==> src/hdl/cbsw_pkg.sv <==
// Constants and types for the configuration boot, security and wake-up block
// Assumes a single 100 MHz reference clock domain
package cbsw_pkg;

  // ----------------------------------------------------------------------
  // Widths and wake step count
  // ----------------------------------------------------------------------
  localparam int unsigned DIE_ID_W     = 64;
  localparam int unsigned DIE_FIXED_W  = 56;
  localparam int unsigned DIE_USER_W   = 8;
  localparam int unsigned IDCODE_W     = 32;
  localparam int unsigned WAKE_STEPS   = 4;

  // ----------------------------------------------------------------------
  // Reset values and encodings
  // ----------------------------------------------------------------------
  localparam logic [DIE_USER_W-1:0] DIE_USER_RST = 8'h00;
  localparam logic [1:0] OTP_OFF         = 2'h0;
  localparam logic [1:0] OTP_NV          = 2'h1;
  localparam logic [1:0] OTP_NV_SRAM     = 2'h2;
  localparam logic [1:0] SRC_NONE        = 2'h0;
  localparam logic [1:0] SRC_FLASH       = 2'h1;
  localparam logic [1:0] SRC_NVM         = 2'h2;
  localparam logic [1:0] WAKE_CNT_RST    = 2'h0;
  localparam logic [1:0] WAKE_CNT_LAST   = 2'h3;

  typedef enum logic [3:0] {
    CBSW_IDLE,
    CBSW_INIT,
    CBSW_LOAD_FIRST,
    CBSW_LOAD_GOLDEN,
    CBSW_WAKE,
    CBSW_USER,
    CBSW_BG_LOAD,
    CBSW_FAIL
  } cbsw_state_t;

endpackage : cbsw_pkg

==> src/hdl/cbsw_core.sv <==
// Configuration sequencer: dual boot, identity, locks, reload and wake-up
// Assumes loaders and ports outside; pins and wake clock are asynchronous
//
// Overview of operation
// - Internal golden: flash first, then internal image
// - External golden: internal first, then flash image
// - 64-bit die ID, fixed low 56 bits
// - Top eight ID bits from feature row, default zero
// - Custom ID enable replaces returned identity code
// - Readback lock refuses readback and programming, other functions work
// - Locked overflowing image also blocks sector readback
// - Lock blocks programming until erase clears it
// - Nonvolatile OTP rejects erase/program, allows self boot
// - Full OTP also blocks JTAG SRAM writes
// - Reload trigger without background: full warm reboot
// - Background reload: configuration step only, stay user
// - Load done sets done flag, starts wake-up
// - Output enable low keeps outputs off
// - Core reset low during configuration except background reload, released in wake
// - Write disable low until wake-up
// - DONE high only after error-free configuration
// - Four wake transitions on the selected clock
// - Start primitive: wake clock from external pin
`timescale 1ns/1ps
module cbsw_core
  import cbsw_pkg::*;
(
  input  wire logic                        ref_clk_i,
  input  wire logic                        rst_i,
  input  wire logic                        power_up_i,
  input  wire logic                        golden_image_location_i,
  input  wire logic [cbsw_pkg::DIE_FIXED_W-1:0] die_fixed_i,
  input  wire logic [cbsw_pkg::DIE_USER_W-1:0]  die_user_i,
  input  wire logic                        custom_id_enable_i,
  input  wire logic [cbsw_pkg::IDCODE_W-1:0]    custom_identity_value_i,
  input  wire logic [cbsw_pkg::IDCODE_W-1:0]    builtin_idcode_i,
  input  wire logic                        readback_lock_i,
  input  wire logic                        image_in_user_sector_i,
  input  wire logic [1:0]                  otp_lock_select_i,
  input  wire logic                        background_reload_i,
  input  wire logic                        reload_request_n_i,
  input  wire logic                        reload_command_i,
  input  wire logic                        readback_req_i,
  input  wire logic                        sector_readback_req_i,
  input  wire logic                        program_req_i,
  input  wire logic                        erase_req_i,
  input  wire logic                        erase_done_i,
  input  wire logic                        jtag_sram_write_req_i,
  input  wire logic                        load_done_i,
  input  wire logic                        load_error_i,
  input  wire logic                        jtag_config_i,
  input  wire logic                        start_prim_used_i,
  input  wire logic                        config_clock_i,
  input  wire logic                        jtag_tck_i,
  input  wire logic                        wake_clock_input_i,
  output logic                             load_start_o,
  output logic [1:0]                       load_source_o,
  output logic [cbsw_pkg::DIE_ID_W-1:0]    unique_die_id_o,
  output logic [cbsw_pkg::IDCODE_W-1:0]    idcode_o,
  output logic                             readback_allow_o,
  output logic                             sector_readback_allow_o,
  output logic                             program_allow_o,
  output logic                             erase_allow_o,
  output logic                             jtag_sram_write_allow_o,
  output logic                             internal_done_o,
  output logic                             global_output_enable_o,
  output logic                             global_core_reset_o,
  output logic                             global_write_disable_o,
  output logic                             done_o,
  output logic                             user_mode_o
);

  cbsw_state_t state_q, state_d;
  logic [1:0]  wcnt_q;
  logic        lock_q;
  logic        idone_q;
  logic        err_q;
  logic        start_q;
  logic [1:0]  src_q;
  logic [DIE_USER_W-1:0] user_id_q;
  logic [2:0]  rq_sync_q;
  logic [2:0]  ck_sync_q;
  logic [2:0]  cfg_sync_q;
  logic [2:0]  tck_sync_q;

  // ----------------------------------------------------------------------
  // Pin synchronisers and edge detection
  // ----------------------------------------------------------------------
  always_ff @(posedge ref_clk_i or posedge rst_i) begin
    if (rst_i) begin
      rq_sync_q  <= 3'h7;
      ck_sync_q  <= 3'h0;
      cfg_sync_q <= 3'h0;
      tck_sync_q <= 3'h0;
    end else begin
      rq_sync_q  <= {rq_sync_q[1:0], reload_request_n_i};
      ck_sync_q  <= {ck_sync_q[1:0], wake_clock_input_i};
      cfg_sync_q <= {cfg_sync_q[1:0], config_clock_i};
      tck_sync_q <= {tck_sync_q[1:0], jtag_tck_i};
    end
  end

  wire rq_fall   = rq_sync_q[2] & ~rq_sync_q[1];
  wire ck_rise   = ~ck_sync_q[2] & ck_sync_q[1];
  wire cfg_rise  = ~cfg_sync_q[2] & cfg_sync_q[1];
  wire tck_rise  = ~tck_sync_q[2] & tck_sync_q[1];
  // Wake step clock: start pin, else JTAG or config clock
  wire wake_tick = start_prim_used_i ? ck_rise :
                   (jtag_config_i ? tck_rise : cfg_rise);
  wire reload    = rq_fall | reload_command_i;

  // ----------------------------------------------------------------------
  // Identity
  // ----------------------------------------------------------------------
  assign unique_die_id_o = {user_id_q, die_fixed_i};
  assign idcode_o = custom_id_enable_i ? custom_identity_value_i
                                       : builtin_idcode_i;

  // ----------------------------------------------------------------------
  // Security gating
  // ----------------------------------------------------------------------
  wire otp_nv   = (otp_lock_select_i == OTP_NV) || (otp_lock_select_i == OTP_NV_SRAM);
  assign readback_allow_o = readback_req_i & ~lock_q;
  assign sector_readback_allow_o = sector_readback_req_i &
                                   ~(lock_q & image_in_user_sector_i);
  assign program_allow_o  = program_req_i & ~lock_q & ~otp_nv;
  assign erase_allow_o    = erase_req_i & ~otp_nv;
  assign jtag_sram_write_allow_o = jtag_sram_write_req_i &
                                   (otp_lock_select_i != OTP_NV_SRAM);

  // ----------------------------------------------------------------------
  // Sequencer next state
  // ----------------------------------------------------------------------
  wire [1:0] first_src  = golden_image_location_i ? SRC_NVM : SRC_FLASH;
  wire [1:0] golden_src = golden_image_location_i ? SRC_FLASH : SRC_NVM;

  always_comb begin
    state_d = state_q;
    case (state_q)
      CBSW_IDLE: begin
        if (power_up_i) begin
          state_d = CBSW_INIT;
        end
      end
      CBSW_INIT: begin
        state_d = CBSW_LOAD_FIRST;
      end
      CBSW_LOAD_FIRST: begin
        if (load_error_i) begin
          state_d = CBSW_LOAD_GOLDEN;
        end else if (load_done_i) begin
          state_d = CBSW_WAKE;
        end
      end
      CBSW_LOAD_GOLDEN: begin
        if (load_error_i) begin
          state_d = CBSW_FAIL;
        end else if (load_done_i) begin
          state_d = CBSW_WAKE;
        end
      end
      CBSW_WAKE: begin
        if (wake_tick && wcnt_q == WAKE_CNT_LAST) begin
          state_d = CBSW_USER;
        end
      end
      CBSW_USER: begin
        if (reload) begin
          state_d = background_reload_i ? CBSW_BG_LOAD : CBSW_INIT;
        end
      end
      CBSW_BG_LOAD: begin
        if (load_done_i || load_error_i) begin
          state_d = CBSW_USER;
        end
      end
      CBSW_FAIL: begin
        if (reload) begin
          state_d = CBSW_INIT;
        end
      end
      default: begin
        state_d = CBSW_IDLE;
      end
    endcase
  end

  wire enter_load = (state_d == CBSW_LOAD_FIRST && state_q != CBSW_LOAD_FIRST) ||
                    (state_d == CBSW_LOAD_GOLDEN && state_q != CBSW_LOAD_GOLDEN) ||
                    (state_d == CBSW_BG_LOAD && state_q != CBSW_BG_LOAD);

  // ----------------------------------------------------------------------
  // Sequencer registers
  // ----------------------------------------------------------------------
  always_ff @(posedge ref_clk_i or posedge rst_i) begin
    if (rst_i) begin
      state_q   <= CBSW_IDLE;
      wcnt_q    <= WAKE_CNT_RST;
      idone_q   <= 1'b0;
      err_q     <= 1'b0;
      start_q   <= 1'b0;
      src_q     <= SRC_NONE;
      user_id_q <= DIE_USER_RST;
    end else begin
      state_q <= state_d;
      start_q <= enter_load;
      if (state_q == CBSW_INIT) begin
        user_id_q <= die_user_i;
        idone_q   <= 1'b0;
        err_q     <= 1'b0;
        wcnt_q    <= WAKE_CNT_RST;
      end
      if (state_d == CBSW_LOAD_FIRST || state_d == CBSW_BG_LOAD) begin
        src_q <= first_src;
      end else if (state_d == CBSW_LOAD_GOLDEN) begin
        src_q <= golden_src;
      end
      if (state_q == CBSW_WAKE && state_d == CBSW_WAKE && load_error_i) begin
        err_q <= 1'b1;
      end
      if (state_q == CBSW_LOAD_GOLDEN && load_error_i) begin
        err_q <= 1'b1;
      end
      if (state_d == CBSW_WAKE && state_q != CBSW_WAKE) begin
        idone_q <= 1'b1;
      end
      if (state_q == CBSW_WAKE && wake_tick) begin
        wcnt_q <= wcnt_q + 2'h1;
      end
    end
  end

  // ----------------------------------------------------------------------
  // Readback lock fuse, cleared only by reset or erase
  // ----------------------------------------------------------------------
  always_ff @(posedge ref_clk_i or posedge rst_i) begin
    if (rst_i) begin
      lock_q <= 1'b0;
    end else if (erase_done_i && erase_allow_o) begin
      lock_q <= 1'b0;
    end else if (readback_lock_i) begin
      lock_q <= 1'b1;
    end
  end

  // ----------------------------------------------------------------------
  // Wake-up outputs, order: GLOBAL_WRITE_DISABLE, GLOBAL_CORE_RESET, GLOBAL_OUTPUT_ENABLE, DONE
  // ----------------------------------------------------------------------
  logic goe_q, gsr_q, gwd_q, done_q;
  wire step = (state_q == CBSW_WAKE) & wake_tick;
  always_ff @(posedge ref_clk_i or posedge rst_i) begin
    if (rst_i) begin
      goe_q  <= 1'b0;
      gsr_q  <= 1'b0;
      gwd_q  <= 1'b0;
      done_q <= 1'b0;
    end else if (state_q == CBSW_INIT) begin
      goe_q  <= 1'b0;
      gsr_q  <= 1'b0;
      gwd_q  <= 1'b0;
      done_q <= 1'b0;
    end else if (step) begin
      case (wcnt_q)
        2'h0:    gwd_q  <= 1'b1;
        2'h1:    gsr_q  <= 1'b1;
        2'h2:    goe_q  <= 1'b1;
        default: done_q <= ~err_q;
      endcase
    end
  end

  assign global_output_enable_o = goe_q;
  assign global_core_reset_o    = gsr_q;
  assign global_write_disable_o = gwd_q;
  assign done_o                 = done_q;
  assign internal_done_o        = idone_q;
  assign load_start_o           = start_q;
  assign load_source_o          = src_q;
  assign user_mode_o            = (state_q == CBSW_USER) | (state_q == CBSW_BG_LOAD);

  // ----------------------------------------------------------------------
  // Checks
  // ----------------------------------------------------------------------
  AST_RB_BLOCK: assert property (@(posedge ref_clk_i) disable iff (rst_i)
    lock_q |-> !readback_allow_o) else $error("readback while locked");
  AST_PROG_BLOCK: assert property (@(posedge ref_clk_i) disable iff (rst_i)
    (lock_q || otp_nv) |-> !program_allow_o) else $error("program while locked");
  AST_JTAG_SRAM: assert property (@(posedge ref_clk_i) disable iff (rst_i)
    (otp_lock_select_i == OTP_NV_SRAM) |-> !jtag_sram_write_allow_o)
    else $error("jtag sram write under otp");
  AST_GOE_ORDER: assert property (@(posedge ref_clk_i) disable iff (rst_i)
    $rose(goe_q) |-> gsr_q && gwd_q) else $error("goe before gsr");
  AST_DONE_LAST: assert property (@(posedge ref_clk_i) disable iff (rst_i)
    $rose(done_q) |-> goe_q && !err_q) else $error("done out of order");
  AST_GSR_CFG: assert property (@(posedge ref_clk_i) disable iff (rst_i)
    (state_q == CBSW_LOAD_FIRST && !background_reload_i) |-> !gsr_q)
    else $error("core reset released in config");
  AST_BG_USER: assert property (@(posedge ref_clk_i) disable iff (rst_i)
    (state_q == CBSW_USER && reload && background_reload_i) |=> user_mode_o && goe_q)
    else $error("background reload disrupted");
  AST_GOLDEN: assert property (@(posedge ref_clk_i) disable iff (rst_i)
    (state_q == CBSW_LOAD_FIRST && load_error_i) |=> src_q == golden_src)
    else $error("golden source wrong");
  AST_IDCODE: assert property (@(posedge ref_clk_i) disable iff (rst_i)
    custom_id_enable_i |-> idcode_o == custom_identity_value_i)
    else $error("custom id not returned");

endmodule : cbsw_core

==> config.mk <==
export PLATFORM = sky130hd
export DESIGN_NAME = cbsw_core
export DESIGN_NICKNAME = d
export VERILOG_FILES = /design/src/hdl/cbsw_pkg.sv /design/src/hdl/cbsw_core.sv
export SDC_FILE = /design/constraint.sdc
export NUM_CORES = 1
export LEC_CHECK = 0
export ABC_AREA = 1
export BUFFER_PORTS_ARGS = -buffer_cell sky130_fd_sc_hd__buf_2
export CORE_AREA = 2 2 102 104
export CTS_BUF_LIST = sky130_fd_sc_hd__clkbuf_4 sky130_fd_sc_hd__clkbuf_8
export DETAILED_ROUTE_END_ITERATION = 6
export DIE_AREA = 0 0 104 106
export PLACE_DENSITY = 0.67
export SLEW_MARGIN = 10
export SYNTH_ARGS = -nofsm -noshare
export SYNTH_HDL_FRONTEND = slang
export SYNTH_SLANG_ARGS = --single-unit
==> constraint.sdc <==
create_clock -name ref_clk_i -period 3.6 [get_ports ref_clk_i]
set_input_delay 0.36 -clock ref_clk_i [delete_from_list [all_inputs] [get_ports ref_clk_i]]
set_output_delay 0.36 -clock ref_clk_i [all_outputs]
set_load 0.05 [all_outputs]
==> impl_metrics.yaml <==
cts:
  clockBufferDepth: 2
  clkSinkCount: 36
  postCtsResizedCells: 0
  cts_buffers: 5
  cts_tree: "yes"
  cts.htree.levels: 2
  postCtsSetupBuffers: 0
  clk_pin_slew_ps: 70
  clock_latency_ps: 280
  hold_buffers: 0
  root_buffer: "clkbuf_8"
routing:
  first_iter_violations: 109
  drt_drc_violations_left: 0
  wl_per_cell_um: 19.64
  antenna_left: 0
  routed-via-count: 2310
  postRouteWirelength_um: 10470
  vias_per_cell: 4.334
  firstDrtPassIters: 4
run:
  max_cap_viol_count: 0
timing:
  setup_viol: 0
  fmax_mhz: 526.4
  fin_crit_sh_pct: 52.77
  slew_headroom_pct: 56.09
  fin_setup_tns_ps: 0
  finalMaxSlewViolations: 0
  skew_ps: 3.254
  fin_crit_ps: 1900
  tightest_slew_ps: 658.6
  hold_viol: 0
  rsz0062_at_grt: "false"
global_route:
  antenna_found_initial: 0
  grt_util_all_layers_pct: 18.47
  grt_max_degree: 37
  grt_pass1_vias: 2294
  grt_overflow: 0
  grt_pass1_wl_um: 14670
floorplanning:
  die_w_um: 104
  ios: 263
  initial_core_util_pct: 24.79
  dieArea_sq_mm: 0.01102
  coreArea_sq_mm: 0.01000
  die_h_um: 106
  rows: 37
synthesis:
  ys_seq_elements: 36
  netlist_top_cells_count: "nand2_1 (71), buf_4 (56), inv_1 (35)"
  yosys_most_used_dff: "dfrtp_1"
  avgSynthCellArea_sq_um: 8.235
  yosysWarnings: 0
  synth_area_leaders: "dfrtp_1 (33%), buf_4 (17%), mux2_2 (13%)"
  async_flop_share_pct: 100.0
  syn_area_sq_mm: 0.002479
  synthCells: 301
  synth_enable_flop_cells: 0
  yosysUniqueCellTypes: 24
  synth_area_leader_cell: "dfrtp_1"
  synth_top_area_share_pct: 33.32
  synth_most_common_cell: "nand2_1"
  syn_nets: 459
  ys_seq_area_share_pct: 36.50
critical_path:
  worst_path_largest_cell_delay_ps: 430
  critPathKind: "register to output pin"
  critical_path.slowest_cell: "dfrtp_1"
  timing.critical_path.arrival_ps: 1540
  cp_max_fo: 6
  crit_required_ps: 3240
  path_cells: "inv_2, nand2_1, nor2_1, inv_1, o21ai_0, buf_2"
  start_kind: "register"
  end_kind: "output pin"
layout:
  fillers: 1084
  finalInstanceArea_sq_mm: 0.003058
  nets: 555
  diodes: 0
  drive_above_1_share_pct: 50.13
  multi_input_area_sq_um: 982.2
  final_cells: 533
  seqCellArea_sq_um: 904.6
  area_delta_synth_final_pct: 23.37
power_and_ir_drop:
  p_leak_uw: 0.001753
  p_per_area_mw_per_mm2: 511.8
  ir_drop_mv: 0.3907
run_status:
  status: "complete, no violations"
placement:
  dp.cells: 526
  hpwl_um: 9210
  io_buffers: 150
  routabilityCongestion: 1.080
  dpl_cell_area_sq_mm: 0.002962
worst_hold_path:
  hp-class: "primary input to asynchronous set/reset pin"
through the flow:
stage	hold slack [ps]	util (%)	total power, uW	setup slack (ps)
4_1_cts	161.0	30.58	1588	1696
3_3_place_gp	331.0	29.62	1272	1749
6_report	160.2	30.58	1565	1700
3_5_place_dp	334.7	29.62	1279	1719
5_1_grt	160.4	30.58	1650	1603
2_1_floorplan	331.2	-	1227	1493
path summary, 6_finish.rpt:
check | from | end | slack (ps) | cells past startpoint
worst max register to register | rq_sync_q[1]$_DFF_PP1_ | load_source_o[1]$_DFFE_PP0P_ | 1910 | 13
max in group asynchronous | rst_i | rq_sync_q[0]$_DFF_PP1_ | 3110 | 3
worst max-delay path | state_q[1]$_DFF_PP0_ | user_mode_o | 1700 | 6
worst min-delay path | rst_i | lock_q$_DFFE_PP0P_ | 160 | 3
min in group ref_clk_i | reload_request_n_i | rq_sync_q[0]$_DFF_PP1_ | 170 | 1
worst min register to register | cfg_sync_q[0]$_DFF_PP0_ | cfg_sync_q[1]$_DFF_PP0_ | 350 | 0
placed cells by master, fill, tap and decap left out:
master / n
a21boi_0: 1
a21oi_1: 6
buf_2: 150
buf_4: 2
clkbuf_8: 7
conb_1: 1
dfrtp_1: 33
dfstp_2: 3
ha_1: 5
inv_1: 35
inv_2: 2
mux2_1: 3
mux2_2: 29
nand2_1: 71
nand2_2: 1
nand3_1: 16
nand3_2: 2
nand4_1: 3
nor2_1: 17
nor2_2: 3
o211a_1: 1
o21ai_0: 4
o21ai_1: 1
o311ai_0: 1
where the power goes:
group          internal (uW)  total [uW]  switching (uW)
registers                490         544            53.9
logic                    182         723             541
clock network            170         298             128
total                    843        1570             722
kinds of logic after synthesis:
family	share of synthesized area, %
buf+inv	23.88
mux	14.54
flops	36.50
compound gates	3.281
simple gates	19.13
other cells	0.1513
fa+ha+maj	2.524
state kept, by name, indices dropped and copies added (netlist names), 2 cells and up:
signal and cells:
cfg_sync_q 3, ck_sync_q 3, load_source_o 2, rq_sync_q 3, state_q 4, tck_sync_q 3
user_id_q 8, wcnt_q 2
routing by layer:
metal  vias to the layer above  share of wire, %  GRT usage (%)
met3                         9                12          10.42
met1                      1062                35          18.00
met5                         -                 0              0
li1                       1074                 -              -
met2                       165                51          34.21
met4                         0               1.2          3.764
worst max-delay path, delay by kind of cell (launching register included):
| family | cells | cell delay (ps) |
|---|---|---|
| buffers and inverters | 3 | 510 |
| flip-flops | 1 | 430 |
| AND/OR/NAND/NOR | 2 | 230 |
| AO/OA/AOI/OAI | 1 | 80 |
area by class of cell:
| cell class | count | area share (%) |
|---|---|---|
| Clock buffer | 7 | 3.151 |
| Timing Repair Buffer | 152 | 25.04 |
| Tap cell | 136 | 5.565 |
| Multi-Input combinational cell | 165 | 32.12 |
| Inverter | 37 | 4.542 |
| Sequential cell | 36 | 29.58 |
No activity file was read; power rests on OpenSTA's default activity.
